`src/common/tpslc_pkg.sv`:
```
// shared constants and types of the transmit pulse shaper and line control
package tpslc_pkg;
   // register port
   localparam int ADDR_W = 8;
   localparam int DATA_W = 8;
   localparam logic [ADDR_W-1:0] ADDR_CFG_A  = 8'h02;
   localparam logic [ADDR_W-1:0] ADDR_CFG_B  = 8'h03;
   localparam logic [ADDR_W-1:0] ADDR_SCALE  = 8'h04;
   localparam logic [ADDR_W-1:0] ADDR_STATUS = 8'h05;
   localparam logic [ADDR_W-1:0] ADDR_MODE   = 8'h06;
   localparam logic [ADDR_W-1:0] ADDR_SWRST  = 8'h07;
   localparam logic [ADDR_W-1:0] ADDR_TERM   = 8'h1a;
   // field positions
   localparam int PWR_OFF_BIT  = 0;
   localparam int TMPL_LSB     = 0;
   localparam int TMPL_W       = 4;
   localparam int HIZ_BIT      = 4;
   localparam int TERM_SEL_LSB = 0;
   localparam int TERM_SEL_W   = 2;
   localparam int TERM_EXT_BIT = 2;
   localparam int RLB_BIT      = 0;
   localparam int IPAT_BIT     = 1;
   localparam int SWRST_BIT    = 0;
   localparam logic [1:0] TMPL_DS1_HI = 2'h2;
   // values after reset; tristate set so the line stays quiet until software opens it
   localparam logic [DATA_W-1:0] CFG_A_RST = 8'h00;
   localparam logic [DATA_W-1:0] CFG_B_RST = 8'h10;
   localparam logic [DATA_W-1:0] TERM_RST  = 8'h00;
   localparam logic [DATA_W-1:0] MODE_RST  = 8'h00;
   // shaping
   localparam int CODE_W    = 7;
   localparam int SMP_W     = 4;
   localparam int UI_SPAN   = 4;
   localparam int UI_W      = 2;
   localparam int NUM_TMPL  = 4;
   localparam int TSEL_W    = 2;
   localparam int SCALE_W   = 6;
   localparam int SUM_W     = 9;
   localparam int LVL_W     = 14;
   localparam int GAIN_W    = 12;
   localparam int GAIN_FRAC = 11;
   localparam int PROD_W    = 28;
   localparam logic [SMP_W-1:0] SMP_LAST = 4'hf;
   typedef logic [SCALE_W-1:0] tpslc_scale_t;
   typedef logic [GAIN_W-1:0]  tpslc_gain_t;
   localparam tpslc_scale_t SCALE_DEF [NUM_TMPL] = '{6'h36, 6'h11, 6'h08, 6'h04};
   localparam tpslc_scale_t SCALE_RST = SCALE_DEF[0];
   // gain over 2^11: one scale step is 2%, 6.25%, 12.5% and 25% of the pulse
   localparam tpslc_gain_t  TMPL_GAIN [NUM_TMPL] = '{12'h029, 12'h080, 12'h100, 12'h200};
   // timing
   localparam int SYS_CLK_MHZ      = 250;
   localparam int SAMPLE_PERIOD_PS = 40500;
   localparam int SAMPLE_DIV_CYC   = SAMPLE_PERIOD_PS * SYS_CLK_MHZ / 1000000;
   localparam int LOSS_TIMEOUT_NS  = 2000;
   localparam int LOSS_CYC         = (LOSS_TIMEOUT_NS * SYS_CLK_MHZ + 999) / 1000;
   localparam int CK_TX  = 0;
   localparam int CK_M   = 1;
   localparam int NUM_CK = 2;
   typedef enum logic {SE_IDLE = 1'b0, SE_RUN = 1'b1} tpslc_se_e;
endpackage

```
`src/logic/tpslc_tmpl_rom.sv`:
```
// pulse template store: four build-out shapes, sixteen samples in each of four intervals
module tpslc_tmpl_rom (
   // shape and sample position
   input  wire logic [tpslc_pkg::TSEL_W-1:0]                  tmpl_sel,
   input  wire logic [tpslc_pkg::SMP_W-1:0]                   sample_idx,
   // one code per interval, interval one in the low bits
   output logic      [tpslc_pkg::UI_SPAN*tpslc_pkg::CODE_W-1:0] ui_code
);
   // bit 6 of a code is the sign against the mark, bits 5..0 the size
   localparam logic [6:0] ROM [256] = '{
      7'h17, 7'h27, 7'h27, 7'h26, 7'h25, 7'h25, 7'h25, 7'h24, 7'h23, 7'h4a, 7'h4a, 7'h49, 7'h47, 7'h45, 7'h44, 7'h43,
      7'h42, 7'h41, 7'h00, 7'h00, 7'h00, 7'h00, 7'h00, 7'h00, 7'h00, 7'h00, 7'h00, 7'h00, 7'h00, 7'h00, 7'h00, 7'h00,
      7'h00, 7'h00, 7'h00, 7'h00, 7'h00, 7'h00, 7'h00, 7'h00, 7'h00, 7'h00, 7'h00, 7'h00, 7'h00, 7'h00, 7'h00, 7'h00,
      7'h00, 7'h00, 7'h00, 7'h00, 7'h00, 7'h00, 7'h00, 7'h00, 7'h00, 7'h00, 7'h00, 7'h00, 7'h00, 7'h00, 7'h00, 7'h00,
      7'h00, 7'h02, 7'h09, 7'h13, 7'h1d, 7'h25, 7'h2b, 7'h31, 7'h36, 7'h3a, 7'h39, 7'h30, 7'h28, 7'h20, 7'h1a, 7'h17,
      7'h14, 7'h12, 7'h10, 7'h0e, 7'h0c, 7'h0b, 7'h0a, 7'h09, 7'h08, 7'h07, 7'h06, 7'h05, 7'h04, 7'h04, 7'h03, 7'h03,
      7'h02, 7'h02, 7'h02, 7'h02, 7'h02, 7'h01, 7'h01, 7'h01, 7'h01, 7'h01, 7'h01, 7'h01, 7'h00, 7'h00, 7'h00, 7'h00,
      7'h00, 7'h00, 7'h00, 7'h00, 7'h00, 7'h00, 7'h00, 7'h00, 7'h00, 7'h00, 7'h00, 7'h00, 7'h00, 7'h00, 7'h00, 7'h00,
      7'h00, 7'h00, 7'h00, 7'h01, 7'h04, 7'h08, 7'h0e, 7'h14, 7'h1b, 7'h22, 7'h2a, 7'h30, 7'h35, 7'h37, 7'h38, 7'h37,
      7'h35, 7'h33, 7'h30, 7'h2d, 7'h2a, 7'h27, 7'h24, 7'h21, 7'h1e, 7'h1c, 7'h1a, 7'h17, 7'h15, 7'h14, 7'h12, 7'h10,
      7'h0f, 7'h0d, 7'h0c, 7'h0b, 7'h0a, 7'h09, 7'h08, 7'h07, 7'h06, 7'h06, 7'h05, 7'h05, 7'h04, 7'h04, 7'h03, 7'h03,
      7'h03, 7'h02, 7'h02, 7'h02, 7'h02, 7'h01, 7'h01, 7'h01, 7'h01, 7'h01, 7'h01, 7'h01, 7'h01, 7'h00, 7'h00, 7'h00,
      7'h01, 7'h03, 7'h05, 7'h08, 7'h0c, 7'h11, 7'h16, 7'h1b, 7'h21, 7'h26, 7'h2a, 7'h2e, 7'h31, 7'h33, 7'h34, 7'h34,
      7'h35, 7'h35, 7'h34, 7'h33, 7'h32, 7'h30, 7'h2e, 7'h2d, 7'h2b, 7'h29, 7'h27, 7'h24, 7'h22, 7'h20, 7'h1e, 7'h1c,
      7'h1b, 7'h19, 7'h17, 7'h15, 7'h14, 7'h12, 7'h11, 7'h10, 7'h0e, 7'h0d, 7'h0c, 7'h0b, 7'h0a, 7'h09, 7'h08, 7'h08,
      7'h07, 7'h06, 7'h06, 7'h05, 7'h05, 7'h05, 7'h04, 7'h04, 7'h04, 7'h04, 7'h03, 7'h03, 7'h03, 7'h03, 7'h03, 7'h02
   };

   for (genvar ui = 0; ui < tpslc_pkg::UI_SPAN; ui++) begin : g_ui
      assign ui_code[ui*tpslc_pkg::CODE_W +: tpslc_pkg::CODE_W] = ROM[{tmpl_sel, tpslc_pkg::UI_W'(ui), sample_idx}];
   end
endmodule

```
`src/logic/tpslc_top.sv`:
```
// transmit pulse shaper and line driver control of one channel
// What this block does
// 0 dB build-out: scale resets to 110110, one step moves amplitude 2%
// -7.5 dB build-out: scale default 010001, one step moves amplitude 6.25%
// -15.0 dB build-out: scale default 001000, one step moves amplitude 12.5%
// -22.5 dB build-out: scale default 000100, one step moves amplitude 25%
// 0 dB shape: 16 seven-bit samples over four intervals, as tabulated
// -7.5 dB shape starts 0000000, 0010100, 0000010, fourth interval zero
// -15.0 dB shape starts 0000000, 0110101, 0001111, 0000011, as tabulated
// -22.5 dB shape starts 0000001, 0110101, 0011011, 0000111, as tabulated
// termination top bit clear: internal match, low bits pick 75/120/100/110 ohm
// termination top bit set: internal match off, external parts used
// software never selects external termination in T1 or J1 mode
// template codes: E1, T1 length bands, J1, DS1 build-outs 1000 to 1011
// line tristated by global pin or the channel tristate bit
// while tristated by pin or bit the shaper keeps running
// master clock lost: line tristated
// transmit clock lost: line tristated unless remote loopback or mclk pattern
// after any reset the line stays tristated
// power-off bit stops the transmit path and tristates the line
// samples go out in order per interval; overlapping marks summed, then scaled
// clock lost after a timeout of missing edges, released when edges return
module tpslc_top #(
   parameter int unsigned SAMPLE_DIV = tpslc_pkg::SAMPLE_DIV_CYC,
   parameter int unsigned LOSS_CYC   = tpslc_pkg::LOSS_CYC
) (
   // clock and reset
   input  wire logic                             sys_clk,
   input  wire logic                             rst_n,
   // register port
   input  wire logic [tpslc_pkg::ADDR_W-1:0]     reg_addr,
   input  wire logic [tpslc_pkg::DATA_W-1:0]     reg_wdata,
   input  wire logic                             reg_wr,
   input  wire logic                             reg_rd,
   output logic      [tpslc_pkg::DATA_W-1:0]     reg_rdata,
   // clocks and marks from the transmit path, and the global tristate pin
   input  wire logic                             tx_clock_in,
   input  wire logic                             mclk_in,
   input  wire logic                             tx_mark_pos,
   input  wire logic                             tx_mark_neg,
   input  wire logic                             tx_tristate_pin,
   // line driver
   output logic      [tpslc_pkg::LVL_W-1:0]      tx_line_tip,
   output logic      [tpslc_pkg::LVL_W-1:0]      tx_line_ring,
   output logic                                  tx_line_tip_oe_n,
   output logic                                  tx_line_ring_oe_n,
   output logic                                  int_term_en,
   output logic      [tpslc_pkg::TERM_SEL_W-1:0] int_term_sel,
   output logic                                  tx_power_down
);
   localparam int DIV_W  = $clog2(SAMPLE_DIV + 1);
   localparam int LOSS_W = $clog2(LOSS_CYC + 1);

   logic                               rst_meta_q;
   logic                               rst_sync_n_q;
   logic [tpslc_pkg::DATA_W-1:0]       cfg_a_q;
   logic [tpslc_pkg::DATA_W-1:0]       cfg_b_q;
   logic [tpslc_pkg::DATA_W-1:0]       term_q;
   logic [tpslc_pkg::DATA_W-1:0]       mode_q;
   tpslc_pkg::tpslc_scale_t            scale_q;
   logic [tpslc_pkg::DATA_W-1:0]       rdata_q;
   logic                               soft_rst;
   logic                               power_off;
   logic [tpslc_pkg::TMPL_W-1:0]       tmpl;
   logic [tpslc_pkg::TSEL_W-1:0]       tsel;
   logic [tpslc_pkg::NUM_CK-1:0]       ck_in;
   logic [tpslc_pkg::NUM_CK-1:0]       ck_q;
   logic [tpslc_pkg::NUM_CK-1:0]       ck_edge;
   logic [tpslc_pkg::NUM_CK-1:0]       lost_q;
   logic                               ui_start;
   tpslc_pkg::tpslc_se_e               se_q;
   logic [DIV_W-1:0]                   div_q;
   logic [tpslc_pkg::SMP_W-1:0]        smp_q;
   logic                               stb_q;
   logic [tpslc_pkg::UI_SPAN-1:0]      hist_pos_q;
   logic [tpslc_pkg::UI_SPAN-1:0]      hist_neg_q;
   logic [tpslc_pkg::UI_SPAN*tpslc_pkg::CODE_W-1:0] codes;
   logic [tpslc_pkg::CODE_W-1:0]       code;
   logic signed [tpslc_pkg::SUM_W-1:0] val;
   logic signed [tpslc_pkg::SUM_W-1:0] sum;
   logic signed [tpslc_pkg::PROD_W-1:0] sum_w;
   logic signed [tpslc_pkg::PROD_W-1:0] scale_w;
   logic signed [tpslc_pkg::PROD_W-1:0] gain_w;
   logic signed [tpslc_pkg::PROD_W-1:0] prod;
   logic signed [tpslc_pkg::LVL_W-1:0] lvl;
   logic [tpslc_pkg::LVL_W-1:0]        tip_q;
   logic [tpslc_pkg::LVL_W-1:0]        ring_q;
   logic                               hiz;
   logic                               tip_oe_n_q;
   logic                               ring_oe_n_q;
   logic                               term_en_q;
   logic [tpslc_pkg::TERM_SEL_W-1:0]   term_sel_q;

   // reset release through two stages
   always_ff @(posedge sys_clk or negedge rst_n) begin
      if (!rst_n) begin
         rst_meta_q   <= 1'b0;
         rst_sync_n_q <= 1'b0;
      end else begin
         rst_meta_q   <= 1'b1;
         rst_sync_n_q <= rst_meta_q;
      end
   end

   assign soft_rst  = reg_wr && reg_addr == tpslc_pkg::ADDR_SWRST && reg_wdata[tpslc_pkg::SWRST_BIT];
   assign power_off = cfg_a_q[tpslc_pkg::PWR_OFF_BIT];
   assign tmpl      = cfg_b_q[tpslc_pkg::TMPL_LSB +: tpslc_pkg::TMPL_W];
   // only the build-out codes carry their own shape; the rest use the 0 dB one
   assign tsel      = (tmpl[3:2] == tpslc_pkg::TMPL_DS1_HI) ? tmpl[1:0] : '0;

   // configuration registers; soft reset reloads them, which tristates the line
   always_ff @(posedge sys_clk or negedge rst_sync_n_q) begin
      if (!rst_sync_n_q) begin
         cfg_a_q <= tpslc_pkg::CFG_A_RST;
         cfg_b_q <= tpslc_pkg::CFG_B_RST;
         term_q  <= tpslc_pkg::TERM_RST;
         mode_q  <= tpslc_pkg::MODE_RST;
      end else if (soft_rst) begin
         cfg_a_q <= tpslc_pkg::CFG_A_RST;
         cfg_b_q <= tpslc_pkg::CFG_B_RST;
         term_q  <= tpslc_pkg::TERM_RST;
         mode_q  <= tpslc_pkg::MODE_RST;
      end else if (reg_wr) begin
         if (reg_addr == tpslc_pkg::ADDR_CFG_A) begin
            cfg_a_q <= reg_wdata;
         end
         if (reg_addr == tpslc_pkg::ADDR_CFG_B) begin
            cfg_b_q <= reg_wdata;
         end
         if (reg_addr == tpslc_pkg::ADDR_TERM) begin
            term_q <= reg_wdata;
         end
         if (reg_addr == tpslc_pkg::ADDR_MODE) begin
            mode_q <= reg_wdata;
         end
      end
   end

   // choosing a build-out loads its default scale; a later scale write trims it
   always_ff @(posedge sys_clk or negedge rst_sync_n_q) begin
      if (!rst_sync_n_q) begin
         scale_q <= tpslc_pkg::SCALE_RST;
      end else if (soft_rst) begin
         scale_q <= tpslc_pkg::SCALE_RST;
      end else if (reg_wr && reg_addr == tpslc_pkg::ADDR_CFG_B && reg_wdata[3:2] == tpslc_pkg::TMPL_DS1_HI) begin
         scale_q <= tpslc_pkg::SCALE_DEF[reg_wdata[1:0]];  // see R2, see R3
      end else if (reg_wr && reg_addr == tpslc_pkg::ADDR_SCALE) begin
         scale_q <= reg_wdata[tpslc_pkg::SCALE_W-1:0];
      end
   end

   // read data in the cycle after the strobe; unmapped addresses read zero
   always_ff @(posedge sys_clk or negedge rst_sync_n_q) begin
      if (!rst_sync_n_q) begin
         rdata_q <= '0;
      end else if (reg_rd) begin
         unique case (reg_addr)
            tpslc_pkg::ADDR_CFG_A:  rdata_q <= cfg_a_q;
            tpslc_pkg::ADDR_CFG_B:  rdata_q <= cfg_b_q;
            tpslc_pkg::ADDR_TERM:   rdata_q <= term_q;
            tpslc_pkg::ADDR_MODE:   rdata_q <= mode_q;
            tpslc_pkg::ADDR_SCALE:  rdata_q <= {2'h0, scale_q};
            tpslc_pkg::ADDR_STATUS: rdata_q <= {4'h0, term_q[tpslc_pkg::TERM_EXT_BIT], tip_oe_n_q, lost_q};
            default:                rdata_q <= '0;
         endcase
      end else begin
         rdata_q <= '0;
      end
   end
   assign reg_rdata = rdata_q;

   // clock watchdogs timed by sys_clk, which never stops
   assign ck_in = {mclk_in, tx_clock_in};
   for (genvar c = 0; c < tpslc_pkg::NUM_CK; c++) begin : g_watch
      logic [LOSS_W-1:0] idle_q;
      assign ck_edge[c] = ck_in[c] & ~ck_q[c];
      always_ff @(posedge sys_clk or negedge rst_sync_n_q) begin
         if (!rst_sync_n_q) begin
            ck_q[c]   <= 1'b0;
            idle_q    <= '0;
            lost_q[c] <= 1'b0;
         end else begin
            ck_q[c] <= ck_in[c];
            if (ck_edge[c]) begin
               idle_q    <= '0;
               lost_q[c] <= 1'b0;
            end else if (idle_q == LOSS_W'(LOSS_CYC - 1)) begin
               lost_q[c] <= 1'b1;
            end else begin
               idle_q <= idle_q + 1'b1;
            end
         end
      end
   end

   // a new interval starts on each rising transmit clock edge while powered
   assign ui_start = ck_edge[tpslc_pkg::CK_TX] && !power_off;

   // mark history: bit 0 is the current interval, bit 3 three intervals back
   always_ff @(posedge sys_clk or negedge rst_sync_n_q) begin
      if (!rst_sync_n_q) begin
         hist_pos_q <= '0;
         hist_neg_q <= '0;
      end else if (power_off) begin
         hist_pos_q <= '0;
         hist_neg_q <= '0;
      end else if (ui_start) begin
         hist_pos_q <= {hist_pos_q[tpslc_pkg::UI_SPAN-2:0], tx_mark_pos};
         hist_neg_q <= {hist_neg_q[tpslc_pkg::UI_SPAN-2:0], tx_mark_neg & ~tx_mark_pos};
      end
   end

   // sample pacing: one strobe per divider period, sixteen per interval;
   // tristate does not stop it, so the driver is ready the moment it opens
   always_ff @(posedge sys_clk or negedge rst_sync_n_q) begin
      if (!rst_sync_n_q) begin
         se_q  <= tpslc_pkg::SE_IDLE;
         div_q <= '0;
         smp_q <= '0;
         stb_q <= 1'b0;
      end else if (ui_start) begin
         se_q  <= tpslc_pkg::SE_RUN;
         div_q <= '0;
         smp_q <= '0;
         stb_q <= 1'b1;
      end else begin
         stb_q <= 1'b0;
         unique case (se_q)
            tpslc_pkg::SE_IDLE: div_q <= '0;
            tpslc_pkg::SE_RUN: begin
               if (power_off) begin
                  se_q <= tpslc_pkg::SE_IDLE;
               end else if (div_q == DIV_W'(SAMPLE_DIV - 1)) begin
                  div_q <= '0;
                  if (smp_q == tpslc_pkg::SMP_LAST) begin
                     se_q <= tpslc_pkg::SE_IDLE;
                  end else begin
                     smp_q <= smp_q + 1'b1;
                     stb_q <= 1'b1;
                  end
               end else begin
                  div_q <= div_q + 1'b1;
               end
            end
         endcase
      end
   end

   tpslc_tmpl_rom u_rom (
      .tmpl_sel   (tsel),
      .sample_idx (smp_q),
      .ui_code    (codes)
   );

   // overlapping marks summed in full before the scale, so tails never clip early
   always_comb begin
      sum  = '0;
      code = '0;
      val  = '0;
      for (int k = 0; k < tpslc_pkg::UI_SPAN; k++) begin
         code = codes[k*tpslc_pkg::CODE_W +: tpslc_pkg::CODE_W];
         val  = code[6] ? -$signed({3'h0, code[5:0]}) : $signed({3'h0, code[5:0]});
         if (hist_pos_q[k]) begin
            sum = sum + val;
         end else if (hist_neg_q[k]) begin
            sum = sum - val;
         end
      end
   end

   assign sum_w   = tpslc_pkg::PROD_W'(sum);
   assign scale_w = {22'h0, scale_q};
   assign gain_w  = {16'h0, tpslc_pkg::TMPL_GAIN[tsel]};
   assign prod    = sum_w * scale_w * gain_w;  // see R1, see R2, see R3
   assign lvl     = prod[tpslc_pkg::GAIN_FRAC +: tpslc_pkg::LVL_W];

   // tip carries the positive half of the drive, ring the negative half
   always_ff @(posedge sys_clk or negedge rst_sync_n_q) begin
      if (!rst_sync_n_q) begin
         tip_q  <= '0;
         ring_q <= '0;
      end else if (power_off) begin
         tip_q  <= '0;
         ring_q <= '0;
      end else if (stb_q) begin
         tip_q  <= (lvl > 0) ? lvl : '0;
         ring_q <= (lvl < 0) ? -lvl : '0;
      end
   end

   assign hiz = tx_tristate_pin | cfg_b_q[tpslc_pkg::HIZ_BIT]
              | power_off
              | lost_q[tpslc_pkg::CK_M]
              | (lost_q[tpslc_pkg::CK_TX] & ~mode_q[tpslc_pkg::RLB_BIT] & ~mode_q[tpslc_pkg::IPAT_BIT]);

   always_ff @(posedge sys_clk or negedge rst_sync_n_q) begin
      if (!rst_sync_n_q) begin
         tip_oe_n_q  <= 1'b1;
         ring_oe_n_q <= 1'b1;
      end else begin
         tip_oe_n_q  <= hiz;
         ring_oe_n_q <= hiz;
      end
   end

   // termination follows its register one cycle later
   always_ff @(posedge sys_clk or negedge rst_sync_n_q) begin
      if (!rst_sync_n_q) begin
         term_en_q  <= 1'b1;
         term_sel_q <= '0;
      end else begin
         term_en_q  <= ~term_q[tpslc_pkg::TERM_EXT_BIT];
         term_sel_q <= term_q[tpslc_pkg::TERM_SEL_LSB +: tpslc_pkg::TERM_SEL_W];
      end
   end

   assign tx_line_tip       = tip_q;
   assign tx_line_ring      = ring_q;
   assign tx_line_tip_oe_n  = tip_oe_n_q;
   assign tx_line_ring_oe_n = ring_oe_n_q;
   assign int_term_en       = term_en_q;
   assign int_term_sel      = term_sel_q;
   assign tx_power_down     = cfg_a_q[tpslc_pkg::PWR_OFF_BIT];

   // checks
   logic [tpslc_pkg::SMP_W-1:0] last_smp_q;
   always_ff @(posedge sys_clk or negedge rst_sync_n_q) begin
      if (!rst_sync_n_q) begin
         last_smp_q <= '0;
      end else if (stb_q) begin
         last_smp_q <= smp_q;
      end
   end
endmodule

```
`config.mk`:
```
export PLATFORM = sky130hd
export DESIGN_NAME = tpslc_top
export DESIGN_NICKNAME = d
export VERILOG_FILES = /design/src/common/tpslc_pkg.sv /design/src/logic/tpslc_tmpl_rom.sv /design/src/logic/tpslc_top.sv
export SDC_FILE = /design/constraint.sdc
export NUM_CORES = 1
export LEC_CHECK = 0
export ABC_AREA = 1
export ABC_CLOCK_PERIOD_IN_PS = 4500
export BUFFER_PORTS_ARGS = -buffer_cell sky130_fd_sc_hd__buf_2
export CORE_MARGIN = 4
export CORE_UTILIZATION = 36
export CTS_CLUSTER_DIAMETER = 200
export CTS_CLUSTER_SIZE = 25
export DETAILED_ROUTE_END_ITERATION = 16
export GPL_TIMING_DRIVEN = 0
export PLACE_DENSITY = 0.5
export SYNTH_ARGS = -nofsm -noshare
export SYNTH_HDL_FRONTEND = slang
export SYNTH_SLANG_ARGS = --single-unit
```
`constraint.sdc`:
```
create_clock -name sys_clk -period 4.5 [get_ports sys_clk]
set_clock_uncertainty 0.15 [all_clocks]
set_input_delay 0.45 -clock sys_clk [delete_from_list [all_inputs] [get_ports sys_clk]]
set_output_delay 0.45 -clock sys_clk [all_outputs]
set_load 0.05 [all_outputs]
```
# Yosys cells after proc, flatten, opt, wreduce, memory -nomap -nowiden
# Memories as Yosys holds them, arrays and structs flattened.
# Index checks and enable logic that the tools add are counted.
[totals] regBits=120 latch_bits=0 ramBits=0 romBits=7168 in_bits=25 out_inout_bits=42 wordCells=199 mem_count=4
[classes] addsub=16 n_mul=2 n_div=0 magnitude_cmp=8 eq_ne=18 shifts=0 mux=80 n_bitwise=22 n_reduce_logical=24
[mem_list] memory="(name not given)" words=256 word_bits=7 rd=1 rd_ports_with_merged_regs=0 write_ports=0 line_no="tpslc_tmpl_rom.sv:30" text="assign ui_code[ui*tpslc_pkg::CODE_W +: tpslc_pkg::CODE_W] = ROM[{tmpl_sel, tpslc_pkg::UI_W'(ui), sample_idx}];"
[mem_list] memory="(name not given)" words=256 word_bits=7 rd=1 rd_ports_with_merged_regs=0 write_ports=0 line_no="tpslc_tmpl_rom.sv:30"
[mem_list] memory="(name not given)" words=256 word_bits=7 rd=1 rd_ports_with_merged_regs=0 write_ports=0 line_no="tpslc_tmpl_rom.sv:30"
[mem_list] memory="(name not given)" words=256 word_bits=7 rd=1 rd_ports_with_merged_regs=0 write_ports=0 line_no="tpslc_tmpl_rom.sv:30"
[op_table] cell="$mux W9" count=16
[op_table] cell="$mux W8" count=13
[op_table] cell="$mux W14" count=6
[op_table] cell="$mux W7" count=8
[op_table] cell="$mux W4" count=12
[op_table] cell="$pmux W8 S6" count=1
[op_table] cell="$ge A9 B9 Y1 const B" count=4
[op_table] cell="$neg A6 Y9" count=4
[op_table] cell="$not A8 Y9" count=4
[op_table] cell="$eq A8 B3 Y1 const B" count=4
[op_table] cell="$mux W6" count=5
[op_table] cell="$add A9 B9 Y9" count=3
[op_table] cell="$sub A9 B9 Y9" count=3
[op_table] cell="$mul A16 B13 Y25" count=1
[op_table] cell="$bmux W12 S2" count=1
[op_table] cell="$mux W12" count=2
[op_table] cell="$reduce_bool A2 Y1" count=11
[op_table] cell="$add A9 B1 Y9 const B" count=2
[op_table] cell="$eq A9 B9 Y1 const B" count=2
[op_table] cell="$eq A8 B2 Y1 const B" count=2
[op_table] cell="$mul A9 B7 Y16" count=1
[op_table] cell="$gt A14 B1 Y1 const B" count=1
[op_table] cell="$lt A14 B1 Y1 const B" count=1
[op_table] cell="$neg A14 Y14" count=1
[op_table] cell="other kinds (22)" count=62

# Depth between registers and ports, before layout
[logic_depth] depth_word=26 depth_mapped=97 depth_no_buf=96

# Modules after synthesis
# Synthesis repeated with hierarchy kept, for this count alone.
[hier_totals] hier_cells=2179 area_unflattened_um2=15637.5
[modules_own_cells] module="tpslc_top" instances=1 cells_each=1904 area_each_um2=14227.4 seq_area_each_um2=3011.6
[modules_own_cells] module="tpslc_tmpl_rom" instances=1 cells_each=275 area_each_um2=1410.1 seq_area_each_um2=0.0

# Worst setup path before layout
# Ideal clock, no wire load.
[synth_path] path_type="reg-to-reg" from="reg smp_q[1] (netlist bit)" to="reg tip_q, in the netlist tx_line_tip[5]" setup_ns=0.118 t_arrival_ns=14.164 t_required_ns=4.232 setup_slack_ns=-9.931 path_stages_with_launch=80 path_buffers=1 synth_period_minus_slack_ns=14.431 cell_sequence="dfrtp_1 > inv_1 > ha_1 > inv_1 > nand2_1 > nand2_1 > nand3_1 > nand2_1 > nor2_4 > ha_1 > nand2_1 > o21ai_2 > inv_2 > ha_1 > nand2_1 > nand2_1 > o21ai_0 > fa_1 > [... 44 more ...] > inv_1 > fa_1 > inv_1 > ha_1 > nand2_1 > nor2_1 > a2111oi_0 > nand2_1 > xor2_1 > nor2_1 > nand3_1 > nor2_2 > nand4_1 > nand2_1 > inv_2 > buf_2 > nand3_1 > nand2_1"
[synth_between] elab_chain_len=24 elab_cells_between_ends=45 classes_between="add/sub: 11; mul: 2; order compare: 1; mux: 23; bitwise: 4; memory: 4"
[synth_rtl] item="start, declared" line_no="tpslc_top.sv:73" text="logic [tpslc_pkg::SMP_W-1:0] smp_q;"
[synth_rtl] item="start signal, assigned" line_no="tpslc_top.sv:238" text="smp_q <= smp_q + 1'b1;"
[synth_rtl] item="$not A8 Y9 (implied by the code)" line_no="tpslc_tmpl_rom.sv:30"
[synth_rtl] item="$mem_v2 Z256 W7"
[synth_rtl] item="$mux W7 (implied by the code) (2 in series)" line_no="tpslc_tmpl_rom.sv:30"
[synth_rtl] item="$neg A6 Y9" line_no="tpslc_top.sv:262" text="val = code[6] ? -$signed({3'h0, code[5:0]}) : $signed({3'h0, code[5:0]});"
[synth_rtl] item="$mux W9" line_no="tpslc_top.sv:262"
[synth_rtl] item="$sub A1 B9 Y9" line_no="tpslc_top.sv:266" text="sum = sum - val;"
[synth_rtl] item="$mux W9" line_no="tpslc_top.sv:265" text="end else if (hist_neg_q[k]) begin"
[synth_rtl] item="$mux W9" line_no="tpslc_top.sv:263" text="if (hist_pos_q[k]) begin"
[synth_rtl] item="[... 7 more ...]"
[synth_rtl] item="$mux W9" line_no="tpslc_top.sv:265"
[synth_rtl] item="$mux W9 (*)" line_no="tpslc_top.sv:263"
[synth_rtl] item="$mul A9 B7 Y16 (*)" line_no="tpslc_top.sv:274" text="assign prod = sum_w * scale_w * gain_w;"
[synth_rtl] item="$mul A16 B13 Y25 (*)" line_no="tpslc_top.sv:274"
[synth_rtl] item="$gt A14 B1 Y1" line_no="tpslc_top.sv:286" text="tip_q <= (lvl > 0) ? lvl : '0;"
[synth_rtl] item="$mux W14 (*)" line_no="tpslc_top.sv:286"
[synth_rtl] item="$mux W14 (*)" line_no="tpslc_top.sv:285" text="end else if (stb_q) begin"
[synth_rtl] item="$mux W14 (*)" line_no="tpslc_top.sv:282" text="end else if (power_off) begin"
[synth_rtl] item="end signal, assigned" line_no="tpslc_top.sv:286"
[synth_rtl] item="end, declared" line_no="tpslc_top.sv:86" text="logic [tpslc_pkg::LVL_W-1:0] tip_q;"
# Mark *: on every way between the ends. The rest lies on a longest branch, timed or not. The select of a mux whose other input is x is not followed.
# A chain may end at the register's enable or synchronous reset.

# Final worst setup path
[layout_path] from="reg smp_q[1] (netlist bit)" to="reg ring_q, in the netlist tx_line_ring[7]"
[layout_between] elab_chain_len=24 elab_cells_between_ends=46 classes_between="add/sub: 12; mul: 2; order compare: 1; mux: 23; bitwise: 4; memory: 4"
[layout_rtl] item="$not A8 Y9 (implied by the code)" line_no="tpslc_tmpl_rom.sv:30"
[layout_rtl] item="$mem_v2 Z256 W7"
[layout_rtl] item="$mux W7 (implied by the code) (2 in series)" line_no="tpslc_tmpl_rom.sv:30"
[layout_rtl] item="$neg A6 Y9" line_no="tpslc_top.sv:262"
[layout_rtl] item="$mux W9" line_no="tpslc_top.sv:262"
[layout_rtl] item="$sub A1 B9 Y9" line_no="tpslc_top.sv:266"
[layout_rtl] item="$mux W9" line_no="tpslc_top.sv:265"
[layout_rtl] item="$mux W9" line_no="tpslc_top.sv:263"
[layout_rtl] item="[... 7 more ...]"
[layout_rtl] item="$mux W9" line_no="tpslc_top.sv:265"
[layout_rtl] item="$mux W9 (*)" line_no="tpslc_top.sv:263"
[layout_rtl] item="$mul A9 B7 Y16 (*)" line_no="tpslc_top.sv:274"
[layout_rtl] item="$mul A16 B13 Y25 (*)" line_no="tpslc_top.sv:274"
[layout_rtl] item="$neg A14 Y14 / $lt A14 B1 Y1 (equally long branches)" line_no="tpslc_top.sv:287" text="ring_q <= (lvl < 0) ? -lvl : '0;"
[layout_rtl] item="$mux W14 (*)" line_no="tpslc_top.sv:287"
[layout_rtl] item="$mux W14 (*)" line_no="tpslc_top.sv:285"
[layout_rtl] item="$mux W14 (*)" line_no="tpslc_top.sv:282"
[layout_rtl] item="end signal, assigned" line_no="tpslc_top.sv:287"
[layout_rtl] item="end, declared" line_no="tpslc_top.sv:87" text="logic [tpslc_pkg::LVL_W-1:0] ring_q;"
# Marks and branches as above.

==> impl_metrics.py <==
metrics = {
    "yosys": {
        "yosysUniqueCellTypes": 59,
        "synthTopCellsByCount": "nand2_1, inv_1, nor2_1, ha_1, dfrtp_1",
        "async_flop_share_pct": 100,
        "synth_area_leaders": "dfrtp_1, ha_1, fa_1",
        "syn_area_per_cell_um2": 7.23,
        "synth_area_um2": 14800,
        "yosysWarnings": 0,
        "seq_area_frac_synth_pct": 20.4,
        "synth_top_area_share_pct": 19.1,
        "synth_edf_count": 0,
        "yosys_most_used_dff": "dfrtp_1",
        "yosysTopAreaCell": "dfrtp_1",
        "syn_nets": 2339,
        "synth.most_common_cell": "nand2_1",
        "synth_cells": 2045,
        "ys_ff_latch": 120,
    },
    "setup_path": {
        "max_stage_delay_ns": 0.59,
        "worstPathArrival_ns": 14.09,
        "critPathTopFamily": "adder cells",
        "crit_buf_inv": 19,
        "worstPathRequired_ns": 4.67,
        "cp-end-kind": "register",
        "crit_type": "reg -> reg",
        "timing.critical_path.mode_cell": "inv_2",
        "startpoint_type": "register",
        "cpMaxStageDelayCell": "fa_1",
        "crit_path_max_fanout": 6,
    },
    "grt": {
        "track_usage_pct": 19.3,
        "overflow": 0,
        "first_global_vias": 13500,
        "antenna_found_initial": 3,
        "grt_pass1_wl_mm": 70.0,
        "grt_max_degree": 57,
    },
    "cts": {
        "root_buffer": "clkbuf_16",
        "numClockSinks": 120,
        "cts_buffers": 17,
        "clk_latency_ns": 0.45,
        "path_clk_slew_ns": 0.07,
        "cts_tree": "built",
        "htreeDepth": 4,
        "clock_path_buffers": 2,
    },
    "route": {
        "drt-pass1-iter-count": 5,
        "first_iter_violations": 808,
        "dr_total_vias": 13600,
        "wl_per_cell_um": 15.5,
        "viasPerCell": 4.95,
        "drc": 0,
        "drt-total-wl_mm": 42.6,
        "drtAntennaViolNets": 0,
    },
    "final_layout": {
        "finish.utilization_pct": 45.3,
        "fillers": 4173,
        "multi_input_area_um2": 11100,
        "syn2layout_area_growth_pct": 23.3,
        "drive_gt1_share_pct": 21.1,
        "nets": 2509,
        "ff_latch_area_um2": 3020,
    },
    "worst_hold_path": {
        "min_path_type": "in -> reg",
    },
    "run": {
        "cap_violations": 0,
    },
    "status": {
        "violations": "negative setup slack",
        "status": "finished with violations",
    },
    "placed_design": {
        "gp_congestion": 0.909,
        "port_buffers": 65,
        "dp_hpwl_mm": 33.4,
        "place_ws_ns": -11.07,
    },
    "floorplanning": {
        "die_x_um": 211,
        "dieArea_um2": 44400,
        "ios": 67,
        "rows": 73,
        "coreArea_um2": 40200,
        "initial_core_util_pct": 36.8,
        "dieHeight_um": 211,
    },
    "timing": {
        "finalCritPeriodShare_pct": 309,
        "setup_viol": 27,
        "final_max_slew_viol_count": 0,
        "final-hold-violation-count": 0,
        "rsz0062_at_grt": "yes",
        "worst_slack_ns": -9.41,
        "min_period_ns": 13.91,
        "max_slew_margin_pct": 51.3,
        "worstMarginPinSlew_ns": 0.731,
        "fmax_mhz": 71.9,
    },
}
-- repair_timing --
action	4_1_cts	5_1_grt
cloned	2	0
resized for setup	130	101
hold endpoints to repair	4	0
endpoints found under the setup margin	27	27
pin swaps	67	66
hold buffers	3	0
setup buffers	62	17
-- worst min-delay path, stage by stage --
cell and delay (ns):
buf_2 0.07, nand3_1 0.06, o21ai_0 0.07
-- kinds of logic (layout without fill, tap and decap cells) --
| logic type | after synthesis | count (layout) | share of synthesized area (%) |
|---|---|---|---|
| flip-flops | 120 | 120 | 20.4 |
| multiplexers | 1 | 1 | 0.0677 |
| other | 1 | 3 | 0.0254 |
| AND/OR/NAND/NOR | 854 | 854 | 24.8 |
| XOR/XNOR | 58 | 58 | 3.44 |
| adder cells (fa/ha/maj) | 269 | 269 | 27.8 |
| buffers and inverters | 451 | 634 | 12.0 |
| AO/OA/AOI/OAI | 291 | 291 | 11.4 |
-- metrics by stage --
step | hold WS (ns) | cell area (um^2) | setup TNS [ns] | instances
2_1_floorplan | 0.00441 | 15000 | -232.83 | 2045
3_3_place_gp | 0.0853 | 16000 | -421.97 | 2635
3_5_place_dp | 0.0913 | 16000 | -296.66 | 2637
4_1_cts | 0.0758 | 17700 | -248.95 | 2736
5_1_grt | 0.112 | 18200 | -269.91 | 2753
6_report | 0.0952 | 18200 | -251.88 | 2755
-- state kept, by name, indices dropped and copies added (netlist names) --
signal / count
rst_sync_n_q: 1
rst_meta_q: 1
stb_q: 1
div_q: 4
int_term_en: 1
cfg_a_q: 8
int_term_sel: 2
smp_q: 4
mode_q: 8
tx_line_ring: 14
se_q: 1
cfg_b_q: 8
scale_q: 6
g_watch.idle_q: 18
ck_q: 2
tx_line_ring_oe_n: 1
hist_neg_q: 4
hist_pos_q: 4
lost_q: 2
tx_line_tip: 14
reg_rdata: 8
term_q: 8
-- cell usage in the layout (no fill, tap or decap), types with 8 or more instances in the layout --
cell type    n
buf_2       70
clkbuf_16   17
xor2_1      32
nor2_4      21
nand2_1    374
inv_2       29
buf_6       10
nor2_2      12
inv_6        8
nand3_1     86
buf_4       79
o22ai_1     14
o21ai_1     17
ha_1       148
xnor2_1     12
nand3_2     24
fa_1        94
o21ai_2     14
dfrtp_1    106
nand2_4     16
a21oi_1     75
clkbuf_1    17
nor2_1     205
ha_4        21
nand4_1     22
xor2_2       8
nor3_1      19
nand2_2     44
inv_1      370
o21ai_0     87
a21oi_2     12
-- layer usage --
metal / global-route usage (%) / share of wire (%)
met4: 5.99 / 2.8
met3: 3.53 / 4.1
met2: 32.4 / 48
met1: 25.3 / 45
met5: 0 / 0.033
-- worst paths after layout --
path,from,to,slack [ns],cells after the start
setup reg to reg,smp_q[1],tx_line_ring[7],-9.41,81
max in group asynchronous,rst_sync_n_q,scale_q[1],3.37,1
setup / recovery,smp_q[1],tx_line_ring[7],-9.41,81
hold / removal,tx_mark_neg,hist_neg_q[0],0.1,3
min in group asynchronous,rst_sync_n_q,int_term_sel[0],0.13,0
hold reg to reg,rst_sync_n_q,int_term_sel[0],0.13,0
-- layout make-up --
cell class	count	area share, %
Tap cell	525	3.60
Sequential cell	120	16.6
Clock inverter	15	0.851
Buffer	42	1.51
Antenna cell	2	0.0275
Inverter	409	8.57
Multi-Input combinational cell	1474	60.7
Timing Repair Buffer	151	5.79
Clock buffer	17	2.33
Power is not shown: default switching activity piles up to over one toggle a cycle in this logic, so the estimate is an artifact.
